**config.mk**
```make
export PLATFORM = sky130hd
export DESIGN_NAME = branch_increment_or_shift_exec
export DESIGN_NICKNAME = d
export VERILOG_FILES = /design/src/shared/exec_slice_pkg.sv /design/src/rtl/slice_alu.sv /design/src/rtl/branch_increment_or_shift_exec.sv
export VERILOG_INCLUDE_DIRS = /design/src /design/src/shared
export SDC_FILE = /design/constraint.sdc
export NUM_CORES = 1
export LEC_CHECK = 0
export ABC_AREA = 0
export CAP_MARGIN = 20
export CORE_MARGIN = 2
export CORE_UTILIZATION = 43
export CTS_CLUSTER_SIZE = 24
export DETAILED_ROUTE_END_ITERATION = 12
export DONT_BUFFER_PORTS = 1
export SYNTH_ARGS = -nofsm -noshare
export SYNTH_HDL_FRONTEND = slang
export SYNTH_SLANG_ARGS = --single-unit
export TNS_END_PERCENT = 5
```
**constraint.sdc**
```tcl
create_clock -name clk -period 3.9 [get_ports clk]
set_input_delay 0.585 -clock clk [delete_from_list [all_inputs] [get_ports clk]]
set_output_delay 0.585 -clock clk [all_outputs]
set_load 0.02 [all_outputs]
```
**src/shared/exec_slice_defs.svh**
```systemverilog
// Constants for the jump, increment, OR and shift execution slice
// Summary of operation
// - Jump loads 11-bit literal into PC[10:0].
// - Jump takes PC[14:11] from latch bits 6:3.
// - Jump takes two cycles, flags untouched.
// - File address 0..127; dest bit picks target.
// - Add-one writes f+1, updates zero flag.
// - Add-one-skip writes f+1, zero result skips next.
// - OR literal into accumulator, updates zero flag.
// - OR accumulator with file to dest, zero flag.
// - Left shift: bit7 to carry, zero in.
// - Right shift: bit0 to carry, zero in.
`ifndef EXEC_SLICE_DEFS_SVH
`define EXEC_SLICE_DEFS_SVH
`define PC_WIDTH        15
`define JUMP_LIT_WIDTH  11
`define FILE_ADDR_WIDTH 7
`define LATCH_HI_BIT    6
`define LATCH_LO_BIT    3
`define DATA_RESET      8'h00
`define PC_RESET        15'h0000
`define FLAG_RESET      1'b0
`define JUMP_CYCLES     2'h2
`endif

```
**src/shared/exec_slice_pkg.sv**
```systemverilog
// Types for the jump, increment, OR and shift execution slice
package exec_slice_pkg;
    // Operation selector from the instruction decoder
    typedef enum logic [2:0] {
        OP_NONE              = 3'h0,
        OP_JUMP_ABSOLUTE     = 3'h1,
        OP_ADD_ONE_FILE      = 3'h2,
        OP_ADD_ONE_SKIP_ZERO = 3'h3,
        OP_OR_LITERAL_ACC    = 3'h4,
        OP_OR_ACC_FILE       = 3'h5,
        OP_SHIFT_LEFT_FILE   = 3'h6,
        OP_SHIFT_RIGHT_FILE  = 3'h7
    } exec_op_t;
    // Sequencer states, one-hot
    typedef enum logic [1:0] {
        ST_EXEC  = 2'b01,
        ST_FLUSH = 2'b10
    } exec_state_t;
endpackage

```
**src/rtl/slice_alu.sv**
```systemverilog
// Combinational result and flag generator for the slice
`timescale 1ns/1ps
`include "exec_slice_defs.svh"
module slice_alu import exec_slice_pkg::*; (
    // Operation and operands
    input  wire exec_op_t   op,
    input  wire logic [7:0] accIn,
    input  wire logic [7:0] fileIn,
    input  wire logic [7:0] literal,
    // Result and flags
    output logic [7:0]      result,
    output logic            carryOut,
    output logic            carryWrite,
    output logic            zeroWrite,
    output logic            isZero
);
    // Compute result per operation
    always_comb begin
        result     = `DATA_RESET;
        carryOut   = 1'b0;
        carryWrite = 1'b0;
        zeroWrite  = 1'b0;
        case (op)
            OP_ADD_ONE_FILE: begin
                result    = fileIn + 8'h01;
                zeroWrite = 1'b1;
            end
            OP_ADD_ONE_SKIP_ZERO: begin
                result = fileIn + 8'h01;
            end
            OP_OR_LITERAL_ACC: begin
                result    = accIn | literal;
                zeroWrite = 1'b1;
            end
            OP_OR_ACC_FILE: begin
                result    = accIn | fileIn;
                zeroWrite = 1'b1;
            end
            OP_SHIFT_LEFT_FILE: begin
                result     = {fileIn[6:0], 1'b0};
                carryOut   = fileIn[7];
                carryWrite = 1'b1;
                zeroWrite  = 1'b1;
            end
            OP_SHIFT_RIGHT_FILE: begin
                result     = {1'b0, fileIn[7:1]};
                carryOut   = fileIn[0];
                carryWrite = 1'b1;
                zeroWrite  = 1'b1;
            end
            default: begin
                result = `DATA_RESET;
            end
        endcase
        isZero = (result == 8'h00);
    end
endmodule // slice_alu

```
**src/rtl/branch_increment_or_shift_exec.sv**
```systemverilog
// Execution slice: jump, add-one, add-one-skip, OR and logical shifts
`timescale 1ns/1ps
`include "exec_slice_defs.svh"
module branch_increment_or_shift_exec import exec_slice_pkg::*; (
    // Clock and reset
    input  wire logic                        clk,
    input  wire logic                        reset,
    // Decoded instruction
    input  wire logic                        instrValid,
    input  wire exec_op_t                    instrOp,
    input  wire logic [`FILE_ADDR_WIDTH-1:0] fileAddr,
    input  wire logic                        destToFile,
    input  wire logic [10:0]                 jumpTarget,
    input  wire logic [7:0]                  literal,
    // Operand sources
    input  wire logic [7:0]                  fileRdData,
    input  wire logic [7:0]                  upperPcLatch,
    // Execution status to the decoder
    output logic                             busy,
    output logic                             flushNext,
    // File register write port
    output logic                             fileWrEn,
    output logic [`FILE_ADDR_WIDTH-1:0]      fileWrAddr,
    output logic [7:0]                       fileWrData,
    // Architectural state
    output logic [7:0]                       acc,
    output logic                             zeroFlag,
    output logic                             carryFlag,
    output logic                             pcLoad,
    output logic [`PC_WIDTH-1:0]             pcValue
);
    // All state in one struct
    typedef struct packed {
        exec_state_t                 st;
        logic [7:0]                  acc;
        logic                        zero;
        logic                        carry;
        logic                        wrEn;
        logic [`FILE_ADDR_WIDTH-1:0] wrAddr;
        logic [7:0]                  wrData;
        logic                        pcLoad;
        logic [`PC_WIDTH-1:0]        pc;
        logic                        flush;
    } state_t;

    state_t s_q;         // Registered state
    state_t s_d;         // Next state
    logic [7:0] res;     // ALU result
    logic       cOut;    // ALU carry
    logic       cWr;     // Carry write enable
    logic       zWr;     // Zero write enable
    logic       resZero; // Result is zero
    logic       start;   // Instruction accepted this cycle
    logic [7:0] fileOperand; // File operand with the last write forwarded

    // Result generator
    slice_alu alu (
        .op        (instrOp),
        .accIn     (s_q.acc),
        .fileIn    (fileOperand),
        .literal   (literal),
        .result    (res),
        .carryOut  (cOut),
        .carryWrite(cWr),
        .zeroWrite (zWr),
        .isZero    (resZero)
    );

    // An instruction is taken only outside the dead cycle
    assign start = instrValid && (s_q.st == ST_EXEC);

    // A write still in flight lands on the same edge that takes the next
    // instruction, so its data must win over the stale read value
    assign fileOperand = (s_q.wrEn && s_q.wrAddr == fileAddr) ? s_q.wrData : fileRdData;

    // Next-state logic
    always_comb begin
        s_d        = s_q;
        s_d.wrEn   = 1'b0;
        s_d.pcLoad = 1'b0;
        s_d.flush  = 1'b0;
        case (s_q.st)
            ST_EXEC: begin
                if (start) begin
                    if (instrOp == OP_JUMP_ABSOLUTE) begin
                        // Target built from latch and literal, flags kept
                        s_d.pc = {upperPcLatch[`LATCH_HI_BIT:`LATCH_LO_BIT],
                                  jumpTarget};
                        s_d.pcLoad = 1'b1;
                        s_d.flush  = 1'b1;
                        s_d.st     = ST_FLUSH;
                    end else if (instrOp != OP_NONE) begin
                        // Destination select; literal OR always targets acc
                        if (destToFile && instrOp != OP_OR_LITERAL_ACC) begin
                            s_d.wrEn   = 1'b1;
                            s_d.wrAddr = fileAddr;
                            s_d.wrData = res;
                        end else begin
                            s_d.acc = res;
                        end
                        if (zWr) begin
                            s_d.zero = resZero;
                        end
                        if (cWr) begin
                            s_d.carry = cOut;
                        end
                        if (instrOp == OP_ADD_ONE_SKIP_ZERO && resZero) begin
                            s_d.flush = 1'b1;
                            s_d.st    = ST_FLUSH;
                        end
                    end
                end
            end
            ST_FLUSH: begin
                // Second cycle executes as a no-operation
                s_d.st = ST_EXEC;
            end
            default: begin
                s_d.st = ST_EXEC;
            end
        endcase
    end

    // State register
    always_ff @(posedge clk or posedge reset) begin
        if (reset) begin
            s_q.st     <= ST_EXEC;
            s_q.acc    <= `DATA_RESET;
            s_q.zero   <= `FLAG_RESET;
            s_q.carry  <= `FLAG_RESET;
            s_q.wrEn   <= 1'b0;
            s_q.wrAddr <= '0;
            s_q.wrData <= `DATA_RESET;
            s_q.pcLoad <= 1'b0;
            s_q.pc     <= `PC_RESET;
            s_q.flush  <= 1'b0;
        end else begin
            s_q <= s_d;
        end
    end

    // Outputs straight from the state register
    assign busy       = (s_q.st == ST_FLUSH);
    assign flushNext  = s_q.flush;
    assign fileWrEn   = s_q.wrEn;
    assign fileWrAddr = s_q.wrAddr;
    assign fileWrData = s_q.wrData;
    assign acc        = s_q.acc;
    assign zeroFlag   = s_q.zero;
    assign carryFlag  = s_q.carry;
    assign pcLoad     = s_q.pcLoad;
    assign pcValue    = s_q.pc;
endmodule // branch_increment_or_shift_exec

```
* After elaboration in Yosys (flattened, before gate mapping)
Cells that the tools add are included.
Storage, ports and cells: flip-flop bits (word level) 45, input bits 49
Cells by class: $add $sub $neg 1, equal/unequal tests 14, mux-type cells 20, bitwise logic cells 4, reductions and logical operators 15
Operators with widths (count):
- 45-bit 2-to-1 mux | 1
- 8-bit case mux with 5 select lines | 1
- 33-bit 2-to-1 mux | 1
- 16-bit 2-to-1 mux | 2
- 28-bit 2-to-1 mux | 1
- 26-bit 2-to-1 mux | 1
- 5-bit AND reduction | 4
- 8-bit 2-to-1 mux | 2
- 8-bit bitwise OR | 2
- 3-bit equality test (second input constant) | 4
- 8-bit by 1-bit adder with 8-bit output (second input constant) | 1
- 8-bit logical NOT | 1
- 7-bit equality test | 1
- 1-bit 2-to-1 mux | 7
- 3-bit by 2-bit equality test with 1-bit output (second input constant) | 2
- 2-bit 2-to-1 mux | 3
- 3-bit by 1-bit != test with 1-bit output (second input constant) | 2
- 3-bit AND reduction | 2
- 5-bit OR reduction | 1
- 1-bit logical AND | 4
- 2-bit OR reduction | 2
- 3-bit by 1-bit equality test with 1-bit output (second input constant) | 1
- 3-bit != test (second input constant) | 1
- 3-bit nonzero test | 1
- other kinds (5) | 6

* Depth between registers and ports, before layout
Gate-level depths: netlist of run 1.
depth after elaboration 12, depth in mapped cells 10, gate-level depth less buffers 8

* By module
A second synthesis of run 1 with hierarchy kept.
Second synthesis, totals: cell total of the unflattened synthesis 242, area total of the unflattened synthesis 2780.2 µm²
By module, submodules not included:
- branch_increment_or_shift_exec | times used 1, cells each 161, area each 2223.4 µm²
- slice_alu | times used 1, cells each 81, area each 556.8 µm²

* Worst setup path after synthesis of run 1
No wires, ideal clock.
kind input to register, start input port fileAddr[6], end register s_q[43] in the netlist's numbering, library setup time 0.077 ns, data arrival time 2.305 ns, path slack 1.518 ns, stages 9, buffers on the path 1, path through xor2_1 nand4bb_1 buf_6 o21ai_1 a41oi_1 a211o_1 nor4b_4 nand4_2 a21o_1
Between the ends: cells in the longest elaborated chain, start to end 9
Ends and longest elaborated chain:
- start, declared | RTL line branch_increment_or_shift_exec.sv:11 | input wire logic [`FILE_ADDR_WIDTH-1:0] fileAddr,
- 7-bit equality test (*) | RTL line branch_increment_or_shift_exec.sv:74 | assign fileOperand = (s_q.wrEn && s_q.wrAddr == fileAddr) ? s_q.wrData : fileRdData;
- 1-bit logical AND (*) | RTL line branch_increment_or_shift_exec.sv:74
- 8-bit 2-to-1 mux (*) | RTL line branch_increment_or_shift_exec.sv:74
- 8-bit by 1-bit adder with 8-bit output / 8-bit bitwise OR (equally long branches) | RTL line slice_alu.sv:25, slice_alu.sv:29, slice_alu.sv:36
- 8-bit case mux with 5 select lines (*) | RTL line slice_alu.sv:23 | case (op)
- 8-bit logical NOT (*) | RTL line slice_alu.sv:55 | isZero = (result == 8'h00);
- 1-bit logical AND (*) | RTL line branch_increment_or_shift_exec.sv:107 | if (instrOp == OP_ADD_ONE_SKIP_ZERO && resZero) begin
- 3-bit by 1-bit != test with 1-bit output (no line) (*)
- 3-bit AND reduction (no line) (*)
- end, declared | RTL line branch_increment_or_shift_exec.sv:46 | state_t s_q;
Every way passes the cells marked *; elsewhere a longest branch is shown, timed or not. A chain may end at the register's enable or synchronous reset.

* Final worst setup path of run 1
start register s_q, in the netlist fileWrAddr[6], end register s_q[43] in the netlist's numbering
Between the ends: cells in the longest elaborated chain, start to end 9
Ends and longest elaborated chain (RTL line):
- 7-bit equality test (*) | branch_increment_or_shift_exec.sv:74
- 1-bit logical AND (*) | branch_increment_or_shift_exec.sv:74
- 8-bit 2-to-1 mux (*) | branch_increment_or_shift_exec.sv:74
- 8-bit by 1-bit adder with 8-bit output / 8-bit bitwise OR (equally long branches) | slice_alu.sv:25, slice_alu.sv:29, slice_alu.sv:36
- 8-bit case mux with 5 select lines (*) | slice_alu.sv:23
- 8-bit logical NOT (*) | slice_alu.sv:55
- 1-bit logical AND (*) | branch_increment_or_shift_exec.sv:107
- 3-bit by 1-bit != test with 1-bit output (no line) (*)
- 3-bit AND reduction (no line) (*)
Marked as above.

==> results.cfg, run 1 <==
[grt]
grt_max_degree = 46
grt_pass1_vias = 2093
gr-usage-met3_pct = 6.03
antenna_found_initial = 0
grt_pass1_wl_um = 10900
busiest_layer = met2
grtUsageTotal_pct = 18.4
grt_use_met2_pct = 29.5
use_met1_pct = 23.2
gr-total-overflow = 0

[logic_synthesis]
yosysTopAreaCellShare_pct = 36.3
syn_inst = 335
ys_warn_count = 0
synth-edff-count = 0
yosysMostFrequentCell = nand2_1
synth_seq_area_share_pct = 37.1
syn-cell-area_um2 = 3040
synth_fp_nets = 384
async_flop_share_pct = 100
synthTopCellsByArea = dfrtp_1 (36%), buf_4 (9.4%), mux2_2 (7.4%)
yosys_most_used_dff = dfrtp_1
synth_cell_types = 56
postSynthAreaPerCell_um2 = 9.06
synth-seq-cells = 45
synth_common_cells = nand2_1 (49), dfrtp_1 (44), buf_4 (38)
yosys.area.top_type = dfrtp_1

[route]
antenna_left = 0
routed_wl_um = 7200
vias_per_cell = 5.77
detail_route.iter0.violations = 102
vias = 2226
route.detailed.drc = 0
wl_per_cell_um = 18.7
drt_first_pass_iters = 4

[power]
irDropWorstVdd_uv = 228
p_sw_share_pct = 40.3
power_frac_clock_pct = 24.0
p_comb_share_pct = 18.1
p_int_w = 0.000817
power_switching_w = 0.000551
cellPowerDensity_nw_per_um2 = 473
leakage_nw = 1.15
p_seq_share_pct = 57.9

[finish]
area_delta_synth_final_pct = -4.78
fillers = 687
fin_util_pct = 42.3
area.sequential_um2 = 1130
multiInputGateArea_um2 = 1480
layout-drive-gt1-share_pct = 14.8
antenna_cells = 0
final_area_um2 = 2890
nets = 338

[placed_design]
dpl.hpwl_um = 5230
placed_cell_area_um2 = 2770
place_congestion = 0.869
port_buffers = 0

[timing]
finalHoldViolations = 0
setup_viol = 0
fin_skew_ns = 0.00829
slew_viol_final = 0
period_minus_slack_ns = 3.11
period_share_pct = 79.7
fin_hold_ws_ns = 0.0524
rsz0062_at_grt = no
relSlewSlack_pct = 41.5
fmax_mhz = 322
worst_pin_slew_ns = 0.874
finalSetupTns_ns = 0

[outcome]
status = completed

[critical_path]
cp-end-kind = flip-flop
critPathMaxFanout = 12
rr_worst_depth = 8
path_class = reg -> reg
critPathLaunchType = flip-flop
setup.worst_path.start = fileWrAddr[6]
arrival_ns = 3.36
critPathRequiredTime_ns = 4.15
r2r_end = s_q[43]
regToRegSetupSlack_ns = 0.79
cp-endpoint = s_q[43]
r2r-start = fileWrAddr[6]

[clocking]
cts_root_buf = clkbuf_8
clk_pin_slew_ns = 0.10
numCtsBuffers = 5
cts_tree = built
cts_setup_buffers = 0
clk-insertion-delay-late_ns = 0.32
h-tree-depth = 2
clockBufferDepth = 2
cts_hold_buf = 0
post_cts_resized = 0
cts_sinks = 45

[die]
die_y_um = 88.0
fp.dieW_um = 88.0
die-area_um2 = 7750
ios = 93
start_util_pct = 44.5
rows = 30
core_um2 = 6830

[job]
cap_viol_max_count = 0

[worst_hold_path]
hold_path.class = in -> async
[worst min path at each step]
stage	startpoint	end	slack [ns]	depth (start not counted)
final	reset	pcValue[9]	0.05	1
after global routing	reset	pcValue[12]	0.06	1
after CTS	instrOp[1]	s_q[44]	0.34	1
after detailed placement	zeroFlag	zeroFlag	0.63	2
after global placement	zeroFlag	zeroFlag	0.63	2
after floorplan	pcValue[0]	pcValue[0]	0.48	1
[state kept, by name, summed over array words and instances (netlist names)]
register	cells
pcValue	15
fileWrData	8
fileWrAddr	7
s_q	2
fileWrEn	1
flushNext	1
acc	8
pcLoad	1
carryFlag	1
zeroFlag	1
[kinds of logic (layout without fill, tap and decap cells)]
kind of cell,count (synthesis),count (layout),synth area share [%]
AND/OR/NAND/NOR,111,111,19.1
AO/OA/AOI/OAI,73,73,15.7
buffers and inverters,65,20,14.2
flip-flops,45,45,37.1
multiplexers,25,25,9.06
XOR/XNOR,16,16,4.86
[layout by cell type, fill, tap and decap left out, types with 4 or more instances in the layout]
master    count
clkbuf_8      5
nor3_1        4
a21oi_1      13
mux2i_1       5
nand2_1      49
dfrtp_1      44
o31ai_1       5
nand3_1      11
nor2_1       15
o211ai_1      5
inv_1         8
a211oi_1      5
mux2_2       20
xnor2_1      11
o21ai_0      21
xor2_1        4
nor2b_1       4
[per-stage QoR]
| stage | power [W] | setup WS (ns) | instances |
|---|---|---|---|
| 6_report | 0.00137 | 0.792 | 386 |
| 5_1_grt | 0.00144 | 0.659 | 386 |
| 3_3_place_gp | 0.00104 | 0.806 | 377 |
| 4_1_cts | 0.00138 | 0.808 | 385 |
| 2_1_floorplan | 0.00112 | 1.52 | 335 |
| 3_5_place_dp | 0.00105 | 0.771 | 377 |
[critical path, cell delays in order, from the launching register on]
cell	delay, ns
dfrtp_1	0.49
xor2_1	0.20
nand4bb_1	0.55
nor2_4	0.48
mux2i_1	0.46
a221o_1	0.26
nor4b_4	0.21
nand4_2	0.18
a21o_1	0.21
[power by group through the flow]
| stage | clock, W | sequential [W] | combinational [W] |
|---|---|---|---|
| floorplan | 0 | 0.000634 | 0.000485 |
| global placement | 0 | 0.000801 | 0.000241 |
| detailed placement | 0 | 0.000805 | 0.000248 |
| CTS | 0.000340 | 0.000796 | 0.000249 |
| global route | 0.000355 | 0.000808 | 0.000278 |
| finish | 0.000328 | 0.000792 | 0.000248 |
[per-layer routing]
metal | part of all wire, % | vias up | routed length [µm]
met5 | 0 | - | 0
met2 | 48 | 82 | 3490
li1 | - | 1050 | -
met1 | 41 | 1082 | 2960
met4 | 1.6 | 0 | 115
met3 | 8.8 | 12 | 635
[area by class of cell]
class / instances / area share [%]
inverters: 9 / 1.17
clock inverters: 3 / 0.995
well taps: 96 / 4.15
repair buffers: 3 / 1.21
clock buffers: 5 / 2.38
multi-input cells: 225 / 51.1
flip-flops and latches: 45 / 39.0
Power figures use the tool's default switching activity.
==> run 2, diff against run 1 <==
clock period = 3.1 ns   (was 3.9 ns; I/O delays follow)
==> run 2 against run 1 <==
Against the previous run:
- critical path depth is the same
- critical endpoint unchanged
- die area is the same
- setup slack lost 0.45 ns
- non-clock buffer count grew 8
- sequential share of layout area shrank 0.63 points
- count of clock-buffer cells in the layout is the same
- sequential cell count is the same
- sequential power grew 23%
- cell area grew 1.6%
==> results.cfg, run 2 (synthesized netlist as in run 1, its figures left out) <==
[die]
die_y_um = 88.0
core_um2 = 6830
fp.dieW_um = 88.0
die-area_um2 = 7750
rows = 30
start_util_pct = 44.5
ios = 93

[route]
vias_per_cell = 5.73
route.detailed.drc = 0
wl_per_cell_um = 18.2
antenna_left = 0
drt_first_pass_iters = 5
vias = 2256
routed_wl_um = 7180
detail_route.iter0.violations = 148

[timing]
fmax_mhz = 363
setup_viol = 0
rsz0062_at_grt = no
period_share_pct = 89.0
fin_hold_ws_ns = 0.233
slew_viol_final = 0
finalHoldViolations = 0
relSlewSlack_pct = 37.1
period_minus_slack_ns = 2.76
fin_skew_ns = 0.0101
worst_pin_slew_ns = 0.943
finalSetupTns_ns = 0

[finish]
layout-drive-gt1-share_pct = 17.1
largest_reg_flops = 15
final_cell_mix = nand2_1 (49), dfrtp_1 (44), o21ai_0 (21)
final_area_um2 = 2940
area_delta_synth_final_pct = -3.21
layout_commonest_cell = nand2_1
multiInputGateArea_um2 = 1480
antenna_cells = 0
area.sequential_um2 = 1130
fin_util_pct = 43.0
nets = 346
fillers = 710

[placed_design]
dpl.hpwl_um = 5260
place_congestion = 0.861
port_buffers = 0
placed_cell_area_um2 = 2840

[job]
cap_viol_max_count = 0

[grt]
antenna_found_initial = 0
gr-total-overflow = 0
grt_pass1_vias = 2096
grt_max_degree = 46
grt_pass1_wl_um = 11000
grtUsageTotal_pct = 18.6

[worst_hold_path]
hold_path.class = in -> async

[critical_path]
critPathRequiredTime_ns = 3.35
cp-end-kind = flip-flop
r2r-start = fileWrAddr[4]
setup.worst_path.start = fileWrAddr[4]
critPathLaunchType = flip-flop
critPathMaxFanout = 14
arrival_ns = 3.00
path_class = reg -> reg

[outcome]
status = completed

[clocking]
cts_root_buf = clkbuf_8
cts_sinks = 45
cts_setup_buffers = 0
clk-insertion-delay-late_ns = 0.31
clk_pin_slew_ns = 0.10
cts_hold_buf = 0
post_cts_resized = 0
cts_tree = built
numCtsBuffers = 5
h-tree-depth = 2
clockBufferDepth = 2

[power]
irDropWorstVdd_uv = 265
cellPowerDensity_nw_per_um2 = 590
leakage_nw = 1.18
power_w = 0.00174
run 2: cell types whose count changed in the layout (fill, tap and decap cells not counted), sizes merged:
cell,change
buf,+8
run 2: worst max-delay path: stages, from the launching register on:
cell	delay [ns]
dfrtp_1	0.49
xnor2_1	0.23
and4_1	0.58
a2111o_1	0.24
a32oi_1	0.09
a211o_1	0.36
nor4b_4	0.30
nand4_2	0.18
a21o_1	0.21
run 2: path summary, 6_finish.rpt:
kind	end	slack [ns]	cells past startpoint
setup / recovery	s_q[43]	0.34	8
hold / removal	pcValue[9]	0.23	1
setup reg to reg	s_q[43]	0.34	8
hold reg to reg	zeroFlag	0.64	2
max in group asynchronous	acc[5]	2.28	1
min in group clk	flushNext	0.23	1
run 2: metrics by stage:
step / setup slack (ns) / instances
finish: 0.342 / 394
global placement: 0.406 / 386
CTS: 0.356 / 394
floorplan: 0.838 / 335
global route: 0.146 / 394
detailed placement: 0.372 / 386
run 2: final cells by class:
class	instances	area share, %
inverters	9	1.15
clock inverters	3	0.979
repair buffers	11	2.81
flip-flops and latches	45	38.4
well taps	96	4.09
clock buffers	5	2.34
multi-input cells	225	50.3
run 2: metal layers:
metal  vias up  global-route usage [%]  routed length [µm]  share of wire [%]
met5         -                       0                   0                  0
met3         8                    5.09                 669                9.3
met2        97                    29.5                3410                 48
met4         0                    5.23                  89                1.2
met1      1089                    25.0                3010                 42
li1       1062                       -                   -                  -
run 2: where the power goes:
part,internal [W],switching (W),total (W)
registers,0.000703,0.000269,0.000973
clock network,0.000171,0.000244,0.000415
logic,0.000167,0.000181,0.000348
total,0.00104,0.000695,0.00174
